<file path="config.mk">
export PLATFORM = sky130hd
export DESIGN_NAME = msi_top
export DESIGN_NICKNAME = d
export VERILOG_FILES = /design/src/hdl/msi_pkg.sv /design/src/hdl/msi_hold_timer.sv /design/src/hdl/msi_heat_integrator.sv /design/src/hdl/msi_top.sv
export SDC_FILE = /design/constraint.sdc
export NUM_CORES = 2
export LEC_CHECK = 0
export BUFFER_PORTS_ARGS = -buffer_cell sky130_fd_sc_hd__buf_2
export CELL_PAD_IN_SITES_DETAIL_PLACEMENT = 0
export CELL_PAD_IN_SITES_GLOBAL_PLACEMENT = 2
export CORE_MARGIN = 8
export CORE_UTILIZATION = 36
export CTS_BUF_LIST = sky130_fd_sc_hd__clkbuf_8 sky130_fd_sc_hd__clkbuf_16
export CTS_CLUSTER_SIZE = 24
export DETAILED_ROUTE_END_ITERATION = 10
export PLACE_DENSITY_LB_ADDON = 0.08
export SLEW_MARGIN = 0
export SYNTH_ARGS = -nofsm -noshare
export SYNTH_HDL_FRONTEND = slang
export SYNTH_SLANG_ARGS = --single-unit
</file>
<file path="constraint.sdc">
create_clock -name clk_sys -period 22.8 [get_ports clk_sys]
set_input_delay 4.56 -clock clk_sys [delete_from_list [all_inputs] [get_ports clk_sys]]
set_output_delay 4.56 -clock clk_sys [all_outputs]
set_load 0.01 [all_outputs]
</file>
<file path="src/hdl/msi_pkg.sv">
// Constants shared by the motion supervisor and interlock block
package msi_pkg;
    localparam int POS_W        = 32;
    localparam int FIX_W        = 32;
    localparam int FRAC_BITS    = 16;
    localparam int JERK_W       = 10;
    localparam logic [9:0] JERK_MAX = 10'h3E8;
    localparam int ABRUPT_SHIFT = 5;
    localparam int CUR_W        = 16;
    localparam int VOLT_W       = 16;
    localparam int HEAT_W       = 48;
    localparam int TIME_W       = 16;
    localparam int DIN_W        = 8;
    localparam int PVT_W        = 8;
    // Activity word bit positions
    localparam int ACT_HEAT     = 0;
    localparam int ACT_OVERCUR  = 1;
    localparam int ACT_AMPF     = 2;
    localparam int ACT_FOLLOW   = 3;
    localparam int INPUT_INHIBIT_FLAG  = 4;
    localparam int ACT_UNDERV   = 5;
    localparam int ACT_OVERV    = 6;
    localparam int ACT_INVFAULT = 7;
    localparam int ACT_OVERLOAD = 8;
    localparam int ACT_W        = 9;
    typedef enum logic [2:0] {
        MSI_IDLE   = 3'b000,
        MSI_ACCEL  = 3'b001,
        MSI_DECEL  = 3'b010,
        MSI_PLAT   = 3'b011,
        MSI_STREAM = 3'b100
    } msi_state_t;
    typedef enum logic [1:0] {
        MSI_GEN_TRAP   = 2'b00,
        MSI_GEN_CURVE  = 2'b01,
        MSI_GEN_STREAM = 2'b10
    } msi_gen_t;
endpackage : msi_pkg

</file>
<file path="src/hdl/msi_hold_timer.sv">
// Counts ticks a condition persists and flags when it passes its hold time
`timescale 1ns/1ps
module msi_hold_timer #(
    parameter int W = 16
) (
    clk_sys,
    rst_n,
    tick,
    cond,
    hold_time,
    expired
);
    input  wire logic         clk_sys;
    input  wire logic         rst_n;
    input  wire logic         tick;
    input  wire logic         cond;
    input  wire logic [W-1:0] hold_time;
    output logic              expired;

    logic [W-1:0] count_reg;

    // Elaboration check: a one-bit counter cannot express a hold time
    if (W < 2) begin : g_bad_width
        $error("msi_hold_timer: W too small");
    end

    always_ff @(posedge clk_sys or negedge rst_n) begin
        if (!rst_n) begin
            count_reg <= '0;
        end else if (!cond) begin
            count_reg <= '0;
        end else if (tick && count_reg != '1) begin
            count_reg <= count_reg + W'(1);
        end
    end

    assign expired = cond && (count_reg > hold_time);
endmodule : msi_hold_timer

</file>
<file path="src/hdl/msi_heat_integrator.sv">
// Squared-current heat integral with nominal subtraction, floored at zero
`timescale 1ns/1ps
module msi_heat_integrator (
    clk_sys,
    rst_n,
    tick,
    current,
    nominal_heating_current,
    heating_limit,
    heating_integral,
    over_limit
);
    input  wire logic                         clk_sys;
    input  wire logic                         rst_n;
    input  wire logic                         tick;
    input  wire logic signed [msi_pkg::CUR_W-1:0]   current;
    input  wire logic [2*msi_pkg::CUR_W-1:0]  nominal_heating_current;
    input  wire logic [msi_pkg::HEAT_W-1:0]   heating_limit;
    output logic [msi_pkg::HEAT_W-1:0]        heating_integral;
    output logic                              over_limit;

    logic [2*msi_pkg::CUR_W-1:0] square;
    logic [msi_pkg::HEAT_W:0]    sum;

    always_comb begin
        square = $unsigned((2*msi_pkg::CUR_W)'(current) * (2*msi_pkg::CUR_W)'(current));
        sum    = {1'b0, heating_integral} + (msi_pkg::HEAT_W+1)'(square);
    end

    always_ff @(posedge clk_sys or negedge rst_n) begin
        if (!rst_n) begin
            heating_integral <= '0;
        end else if (tick) begin
            if (sum <= (msi_pkg::HEAT_W+1)'(nominal_heating_current))
                heating_integral <= '0;
            else if (sum[msi_pkg::HEAT_W])
                heating_integral <= '1;
            else
                heating_integral <= msi_pkg::HEAT_W'(sum
                    - (msi_pkg::HEAT_W+1)'(nominal_heating_current));
        end
    end

    assign over_limit = heating_integral > heating_limit;
endmodule : msi_heat_integrator

</file>
<file path="src/hdl/msi_top.sv">
// Motion supervisor: parameter staging, start/stop modes and interlocks
`timescale 1ns/1ps
module msi_top #(
    parameter bit AMP_FAULT_CHECK = 1'b1
) (
    clk_sys,
    rst_n,
    loop_tick,
    target_in,
    absolute_target_cmd,
    relative_target_cmd,
    speed_limit_in,
    accel_limit_in,
    decel_limit_in,
    accel_jerk_in,
    decel_jerk_in,
    generator_sel,
    start_cmd,
    smooth_stop_cmd,
    abrupt_stop_cmd,
    servo_off_cmd,
    servo_on_cmd,
    pvt_fill_level,
    pvt_start_level,
    profile_busy,
    motor_position,
    following_error,
    measured_current,
    bus_voltage,
    nominal_heating_current,
    heating_limit,
    total_current_limit,
    overcurrent_hold_time,
    following_error_limit,
    following_error_hold_time,
    auto_servo_off,
    input_fault_mask,
    undervoltage_limit,
    overvoltage_limit,
    overload_limit,
    amp_fault_in,
    inverter_fault_in,
    digital_inputs,
    flag_clear,
    target_position,
    speed_limit,
    accel_limit,
    decel_limit,
    accel_jerk,
    decel_jerk,
    active_generator,
    load_pulse,
    motion_state,
    servo_enable,
    winding_short,
    pwm_output_enable,
    heating_integral,
    activity_state
);
    input  wire logic                          clk_sys;
    input  wire logic                          rst_n;
    input  wire logic                          loop_tick;
    input  wire logic [msi_pkg::POS_W-1:0]     target_in;
    input  wire logic                          absolute_target_cmd;
    input  wire logic                          relative_target_cmd;
    input  wire logic [msi_pkg::FIX_W-1:0]     speed_limit_in;
    input  wire logic [msi_pkg::FIX_W-1:0]     accel_limit_in;
    input  wire logic [msi_pkg::FIX_W-1:0]     decel_limit_in;
    input  wire logic [msi_pkg::JERK_W-1:0]    accel_jerk_in;
    input  wire logic [msi_pkg::JERK_W-1:0]    decel_jerk_in;
    input  wire logic [1:0]                    generator_sel;
    input  wire logic                          start_cmd;
    input  wire logic                          smooth_stop_cmd;
    input  wire logic                          abrupt_stop_cmd;
    input  wire logic                          servo_off_cmd;
    input  wire logic                          servo_on_cmd;
    input  wire logic [msi_pkg::PVT_W-1:0]     pvt_fill_level;
    input  wire logic [msi_pkg::PVT_W-1:0]     pvt_start_level;
    input  wire logic                          profile_busy;
    input  wire logic [msi_pkg::POS_W-1:0]     motor_position;
    input  wire logic [msi_pkg::POS_W-1:0]     following_error;
    input  wire logic [msi_pkg::CUR_W-1:0]     measured_current;
    input  wire logic [msi_pkg::VOLT_W-1:0]    bus_voltage;
    input  wire logic [2*msi_pkg::CUR_W-1:0]   nominal_heating_current;
    input  wire logic [msi_pkg::HEAT_W-1:0]    heating_limit;
    input  wire logic [msi_pkg::CUR_W-1:0]     total_current_limit;
    input  wire logic [msi_pkg::TIME_W-1:0]    overcurrent_hold_time;
    input  wire logic [msi_pkg::POS_W-1:0]     following_error_limit;
    input  wire logic [msi_pkg::TIME_W-1:0]    following_error_hold_time;
    input  wire logic                          auto_servo_off;
    input  wire logic [msi_pkg::DIN_W-1:0]     input_fault_mask;
    input  wire logic [msi_pkg::VOLT_W-1:0]    undervoltage_limit;
    input  wire logic [msi_pkg::VOLT_W-1:0]    overvoltage_limit;
    input  wire logic [msi_pkg::CUR_W-1:0]     overload_limit;
    input  wire logic                          amp_fault_in;
    input  wire logic                          inverter_fault_in;
    input  wire logic [msi_pkg::DIN_W-1:0]     digital_inputs;
    input  wire logic [msi_pkg::ACT_W-1:0]     flag_clear;
    output logic [msi_pkg::POS_W-1:0]          target_position;
    output logic [msi_pkg::FIX_W-1:0]          speed_limit;
    output logic [msi_pkg::FIX_W-1:0]          accel_limit;
    output logic [msi_pkg::FIX_W-1:0]          decel_limit;
    output logic [msi_pkg::JERK_W-1:0]         accel_jerk;
    output logic [msi_pkg::JERK_W-1:0]         decel_jerk;
    output msi_pkg::msi_gen_t                  active_generator;
    output logic                               load_pulse;
    output msi_pkg::msi_state_t                motion_state;
    output logic                               servo_enable;
    output logic                               winding_short;
    output logic                               pwm_output_enable;
    output logic [msi_pkg::HEAT_W-1:0]         heating_integral;
    output logic [msi_pkg::ACT_W-1:0]          activity_state;

    function automatic logic [msi_pkg::JERK_W-1:0] clamp_jerk(
        input logic [msi_pkg::JERK_W-1:0] j);
        clamp_jerk = (j > msi_pkg::JERK_MAX) ? msi_pkg::JERK_MAX : j;
    endfunction : clamp_jerk

    function automatic logic [msi_pkg::POS_W-1:0] abs_val(
        input logic [msi_pkg::POS_W-1:0] v);
        abs_val = v[msi_pkg::POS_W-1] ? (~v + msi_pkg::POS_W'(1)) : v;
    endfunction : abs_val

    logic rst_s1_reg;
    logic rst_s2_reg;
    logic srst_n;
    always_ff @(posedge clk_sys or negedge rst_n) begin
        if (!rst_n) begin
            rst_s1_reg <= 1'b0;
            rst_s2_reg <= 1'b0;
        end else begin
            rst_s1_reg <= 1'b1;
            rst_s2_reg <= rst_s1_reg;
        end
    end
    assign srst_n = rst_s2_reg;

    // Pin synchronisers for fault and digital inputs
    logic [msi_pkg::DIN_W+1:0] pin_s1_reg;
    logic [msi_pkg::DIN_W+1:0] pin_s2_reg;
    always_ff @(posedge clk_sys or negedge srst_n) begin
        if (!srst_n) begin
            pin_s1_reg <= '0;
            pin_s2_reg <= '0;
        end else begin
            pin_s1_reg <= {amp_fault_in, inverter_fault_in, digital_inputs};
            pin_s2_reg <= pin_s1_reg;
        end
    end
    logic                      amp_fault_s;
    logic                      inv_fault_s;
    logic [msi_pkg::DIN_W-1:0] din_s;
    assign {amp_fault_s, inv_fault_s, din_s} = pin_s2_reg;

    // Buffered target: absolute value, or offset pending start
    logic [msi_pkg::POS_W-1:0] target_buf_reg;
    logic                      target_rel_reg;
    always_ff @(posedge clk_sys or negedge srst_n) begin
        if (!srst_n) begin
            target_buf_reg <= '0;
            target_rel_reg <= 1'b0;
        end else if (absolute_target_cmd) begin
            target_buf_reg <= target_in;
            target_rel_reg <= 1'b0;
        end else if (relative_target_cmd) begin
            target_buf_reg <= target_in;
            target_rel_reg <= 1'b1;
        end
    end

    logic stop_motion;
    logic servo_kill;
    logic pvt_auto;
    logic go;
    assign pvt_auto = (generator_sel == msi_pkg::MSI_GEN_STREAM)
                      && motion_state == msi_pkg::MSI_IDLE
                      && pvt_fill_level >= pvt_start_level;
    assign go = (start_cmd || pvt_auto) && servo_enable && !stop_motion;

    // Start transfers all buffered values in one clock edge
    always_ff @(posedge clk_sys or negedge srst_n) begin
        if (!srst_n) begin
            target_position  <= '0;
            speed_limit      <= '0;
            accel_limit      <= '0;
            decel_limit      <= '0;
            accel_jerk       <= '0;
            decel_jerk       <= '0;
            active_generator <= msi_pkg::MSI_GEN_TRAP;
        end else if (smooth_stop_cmd && motion_state != msi_pkg::MSI_IDLE) begin
            active_generator <= msi_pkg::MSI_GEN_TRAP;
            target_position  <= motor_position;
        end else if (abrupt_stop_cmd && motion_state != msi_pkg::MSI_IDLE) begin
            decel_limit     <= decel_limit << msi_pkg::ABRUPT_SHIFT;
            target_position <= motor_position;
        end else if (go) begin
            target_position <= target_rel_reg
                ? motor_position + target_buf_reg
                : target_buf_reg;
            speed_limit      <= speed_limit_in;
            accel_limit      <= accel_limit_in;
            decel_limit      <= decel_limit_in;
            accel_jerk       <= clamp_jerk(accel_jerk_in);
            decel_jerk       <= clamp_jerk(decel_jerk_in);
            active_generator <= msi_pkg::msi_gen_t'(generator_sel);
        end
    end

    // Pulse tells the profile generator to reload; trapezoidal mid-motion included
    always_ff @(posedge clk_sys or negedge srst_n) begin
        if (!srst_n) begin
            load_pulse <= 1'b0;
        end else begin
            load_pulse <= go
                || (smooth_stop_cmd && motion_state != msi_pkg::MSI_IDLE)
                || (abrupt_stop_cmd && motion_state != msi_pkg::MSI_IDLE);
        end
    end

    always_ff @(posedge clk_sys or negedge srst_n) begin
        if (!srst_n) begin
            motion_state <= msi_pkg::MSI_IDLE;
        end else begin
            case (motion_state)
                msi_pkg::MSI_IDLE: begin
                    if (go)
                        motion_state <= (generator_sel == msi_pkg::MSI_GEN_STREAM)
                            ? msi_pkg::MSI_STREAM : msi_pkg::MSI_ACCEL;
                end
                msi_pkg::MSI_ACCEL, msi_pkg::MSI_PLAT: begin
                    if (stop_motion || !servo_enable)
                        motion_state <= msi_pkg::MSI_IDLE;
                    else if (smooth_stop_cmd || abrupt_stop_cmd)
                        motion_state <= msi_pkg::MSI_DECEL;
                    else if (!profile_busy)
                        motion_state <= msi_pkg::MSI_IDLE;
                end
                msi_pkg::MSI_DECEL, msi_pkg::MSI_STREAM: begin
                    if (stop_motion || !servo_enable || !profile_busy)
                        motion_state <= msi_pkg::MSI_IDLE;
                    else if (smooth_stop_cmd || abrupt_stop_cmd)
                        motion_state <= msi_pkg::MSI_DECEL;
                end
                default: motion_state <= msi_pkg::MSI_IDLE;
            endcase
        end
    end

    // Interlock conditions
    logic heat_over;
    logic overcur_cond;
    logic overcur_trip;
    logic follow_cond;
    logic follow_trip;
    logic inhibit_cond;
    logic amp_cond;

    msi_heat_integrator u_heat (
        .clk_sys                 (clk_sys),
        .rst_n                   (srst_n),
        .tick                    (loop_tick),
        .current                 (measured_current),
        .nominal_heating_current (nominal_heating_current),
        .heating_limit           (heating_limit),
        .heating_integral        (heating_integral),
        .over_limit              (heat_over)
    );

    assign overcur_cond = measured_current > total_current_limit;
    msi_hold_timer #(.W(msi_pkg::TIME_W)) u_overcur (
        .clk_sys   (clk_sys),
        .rst_n     (srst_n),
        .tick      (loop_tick),
        .cond      (overcur_cond),
        .hold_time (overcurrent_hold_time),
        .expired   (overcur_trip)
    );

    assign follow_cond = abs_val(following_error) > following_error_limit;
    msi_hold_timer #(.W(msi_pkg::TIME_W)) u_follow (
        .clk_sys   (clk_sys),
        .rst_n     (srst_n),
        .tick      (loop_tick),
        .cond      (follow_cond),
        .hold_time (following_error_hold_time),
        .expired   (follow_trip)
    );

    assign inhibit_cond = |(din_s & input_fault_mask);
    assign amp_cond     = AMP_FAULT_CHECK && amp_fault_s;

    assign stop_motion = overcur_trip || follow_trip || inhibit_cond;
    assign servo_kill  = overcur_trip || amp_cond || inhibit_cond
                         || (follow_trip && auto_servo_off) || servo_off_cmd;

    // Sticky activity flags except ACT_HEAT, which follows heat_over each clock; a new event wins over a host clear
    logic [msi_pkg::ACT_W-1:0] events;
    always_comb begin
        events = '0;
        events[msi_pkg::ACT_OVERCUR]  = overcur_trip;
        events[msi_pkg::ACT_AMPF]     = amp_cond;
        events[msi_pkg::ACT_FOLLOW]   = follow_trip;
        events[msi_pkg::INPUT_INHIBIT_FLAG]  = inhibit_cond;
        events[msi_pkg::ACT_UNDERV]   = bus_voltage < undervoltage_limit;
        events[msi_pkg::ACT_OVERV]    = bus_voltage > overvoltage_limit;
        events[msi_pkg::ACT_INVFAULT] = inv_fault_s;
        events[msi_pkg::ACT_OVERLOAD] = measured_current > overload_limit;
    end

    logic [msi_pkg::ACT_W-1:0] act_reg;
    always_ff @(posedge clk_sys or negedge srst_n) begin
        if (!srst_n) begin
            act_reg <= '0;
        end else begin
            act_reg <= (act_reg & ~flag_clear) | events;
            act_reg[msi_pkg::ACT_HEAT] <= heat_over;
        end
    end
    assign activity_state = act_reg;

    always_ff @(posedge clk_sys or negedge srst_n) begin
        if (!srst_n) begin
            servo_enable  <= 1'b0;
            winding_short <= 1'b0;
        end else if (servo_kill) begin
            servo_enable  <= 1'b0;
            winding_short <= servo_off_cmd;
        end else if (servo_on_cmd) begin
            servo_enable  <= 1'b1;
            winding_short <= 1'b0;
        end
    end

    // Drive drops one clock after a synchronised inhibit, two clocks after a synchronised inverter fault
    always_ff @(posedge clk_sys or negedge srst_n) begin
        if (!srst_n) begin
            pwm_output_enable <= 1'b0;
        end else begin
            pwm_output_enable <= servo_enable && !inhibit_cond
                                 && !act_reg[msi_pkg::ACT_INVFAULT];
        end
    end
endmodule : msi_top

</file>
==> results.yml <==
timing:
  report.final.slew_viol_count: 0
  rsz0062_at_grt: "no"
  relSlewSlack_pct: 24.69
  hold_slack_ns: 0.3459
  min_period_ns: 15.52
  fmax_mhz: 64.44
  finalHoldViolCount: 0
  setup-tns-final_ns: 0
  post-route-period-util_pct: 68.06
  finalSetupViolCount: 0
  tightest_slew_ns: 1.120
  clock_skew_ns: 0.03138
final_layout:
  final_nets: 5534
  syn2layout_area_growth_pct: 19.16
  fill_cells: 9335
  drive_gt1_share_pct: 20.08
  largest_register: "u_heat.heating_integral"
  largest_reg_flops: 48
outcome:
  outcome: "completed"
clocking:
  clkTransAtPathRegs_ns: 0.06
  cts_sinks: 301
  cts_buffers: 39
  cts_setup_buffers: 0
  hold_buffers: 0
  root_buffer: "clkbuf_16"
  cts_tree: "built"
  clk_latency_ns: 0.58
  cts.repair.resized: 0
  cts_max_level: 2
  cts_buffer_depth: 3
routing:
  drt_iter0_drc: 1483
  drc: 0
  vias: 28443
  detail_route.vias_per_cell: 5.031
  totalWireLength_um: 119700
  drt_pass1_iterations: 5
  routedWlPerCell_um: 21.17
  ant_nets: 0
global_routing:
  antenna_found_initial: 76
  grt_overflow: 0
  grt_usage_pct: 23.46
  grt_max_degree: 145
  grt_pass1_wl_um: 179900
  grt_pass1_vias: 29442
die:
  fp.dieW_um: 315.7
  initial_core_util_pct: 36.13
  pin_count: 723
  die_h_um: 315.7
  placementRows: 110
  design.core.area_um2: 89460
  die_area_um2: 99630
worst_setup_path:
  cp_num_buf_inv: 7
  path_class: "input port to flop"
  cpPeakStageDelay_ns: 0.84
  cp.arrival_ns: 16.02
  crit_slowest_cell: "nand3_2"
  endpoint_kind: "flop"
  timing.rr.start: "u_heat.heating_integral[7]"
  critPathLaunchType: "input port"
  cp.required_ns: 23.30
  r2r_slack_ns: 16.59
  cp_common_cell: "fa_1"
  reg2regPathDepth: 21
  cp_max_fo: 42
  reg2reg_to: "u_heat.heating_integral[32]"
  cp_top_family: "adder cells"
logic_synthesis:
  yosys_most_used_dff: "dfrtp_1"
  ys_types: 85
  ys_seq_elements: 301
  yosys_warnings: 0
  synth_edf_count: 0
  avgSynthCellArea_um2: 8.641
  syn_area_um2: 32320
  syn-num-nets: 4858
  async_flop_share_pct: 100.0
  synthCells: 3741
  seq_area_frac_synth_pct: 23.30
worst_hold_path:
  min_path_type: "flop to flop"
  min_to: "pin_s2_reg[4]"
  min_delay_path_depth: 0
  hold_start: "pin_s1_reg[4]"
placement:
  io_buffers: 721
  hpwlAfterDp_um: 99150
  gp_congestion: 0.8793
job:
  maxCapViolations: 0
-- Yosys cell counts, drive strengths merged (7+ instances only) --
master | count | area share (%)
nand3 | 71 | 1.1
o22ai | 12 | 0.23
o21bai | 20 | 0.46
mux2i | 58 | 1.8
o21a | 37 | 0.86
a21o | 115 | 2.7
inv | 600 | 7.0
o221ai | 7 | 0.19
fa | 240 | 15
a21oi | 175 | 2.7
o2bb2ai | 7 | 0.19
nor2 | 207 | 2.5
buf | 18 | 0.33
nand2 | 497 | 5.8
a22o | 14 | 0.38
or3 | 18 | 0.35
dfrtp | 301 | 23
and4 | 9 | 0.24
mux2 | 53 | 1.8
o21ai | 157 | 2.4
nor2b | 35 | 0.68
ha | 368 | 14
o31ai | 21 | 0.50
nor3 | 45 | 0.70
xor2 | 61 | 1.7
a31oi | 23 | 0.46
nor4 | 15 | 0.31
o211ai | 19 | 0.46
and3 | 33 | 0.64
clkbuf | 84 | 0.98
and2 | 50 | 0.97
nand4 | 53 | 1.1
a211oi | 32 | 0.79
xnor2 | 145 | 4.0
nand2b | 36 | 0.70
a211o | 7 | 0.19
a21boi | 8 | 0.19
or4 | 10 | 0.23
-- metrics by stage --
step           util [%]  area (um^2)  worst slack [ns]  cells
6_report          43.06        38520             7.282   5653
5_1_grt           43.00        38470             6.448   5633
4_1_cts           42.96        38430             7.256   5618
3_5_place_dp      41.55        37170             6.700   5552
3_3_place_gp      41.55        37170             6.483   5552
2_1_floorplan         -        32320             8.880   3741
-- logic make-up (layout without fill, tap and decap cells) --
| logic type | count (synthesis) | after routing | synth area share (%) |
|---|---|---|---|
| DFF | 301 | 301 | 23.30 |
| muxes | 111 | 111 | 3.642 |
| xor gates and xnor gates | 206 | 206 | 5.605 |
| buffers and inverters | 702 | 1403 | 8.276 |
| and+or+nand+nor | 1098 | 1098 | 15.65 |
| adders and majority gates | 608 | 608 | 29.11 |
| AOI/OAI and AO/OA | 714 | 714 | 14.41 |
| other | 1 | 36 | 0.01160 |
-- worst max path at each step --
stage	start	depth (start not counted)	to
2_1_floorplan	measured_current[15]	40	u_heat.heating_integral[45]
3_3_place_gp	measured_current[15]	36	u_heat.heating_integral[12]
3_5_place_dp	measured_current[15]	36	u_heat.heating_integral[20]
4_1_cts	measured_current[15]	36	u_heat.heating_integral[39]
5_1_grt	measured_current[15]	36	u_heat.heating_integral[36]
6_report	measured_current[15]	36	u_heat.heating_integral[20]
-- final cells by class --
type                    instances  area, um^2  share of cell area (%)
diodes                         35       87.58                  0.2274
clock buffers                  47        1097                   2.849
clock inverters                19       166.4                  0.4320
inverters                     600        2252                   5.847
multi-input cells            2738       22170                   57.55
flip-flops and latches        301        7537                   19.57
well taps                    1176        1471                   3.820
repair buffers                737        3741                   9.712
-- per-layer routing --
metal,track usage [%],vias to the layer above,routed length (um)
met5,0,-,241
met4,5.572,38,3003
met3,5.880,189,8073
met2,42.20,680,60240
met1,27.93,13675,48100
li1,-,13861,-
-- cell usage in the layout (no fill, tap or decap), types with 22 or more instances in the layout --
master	instances
diode_2	35
o21a_1	36
buf_2	721
nand2b_1	36
nor3_1	43
nand4_1	52
a211oi_1	29
nand2_1	495
inv_1	606
nand3_1	70
and3_1	33
mux2i_1	58
o21ai_0	150
dfrtp_1	299
fa_1	240
a21o_1	115
nor2b_1	35
a21oi_1	174
a31oi_1	22
mux2_2	53
xor2_1	61
xnor2_1	144
nor2_1	203
ha_1	368
clkbuf_16	40
and2_1	48
Power is not shown: default switching activity piles up to over one toggle a cycle in this logic, so the estimate is an artifact.
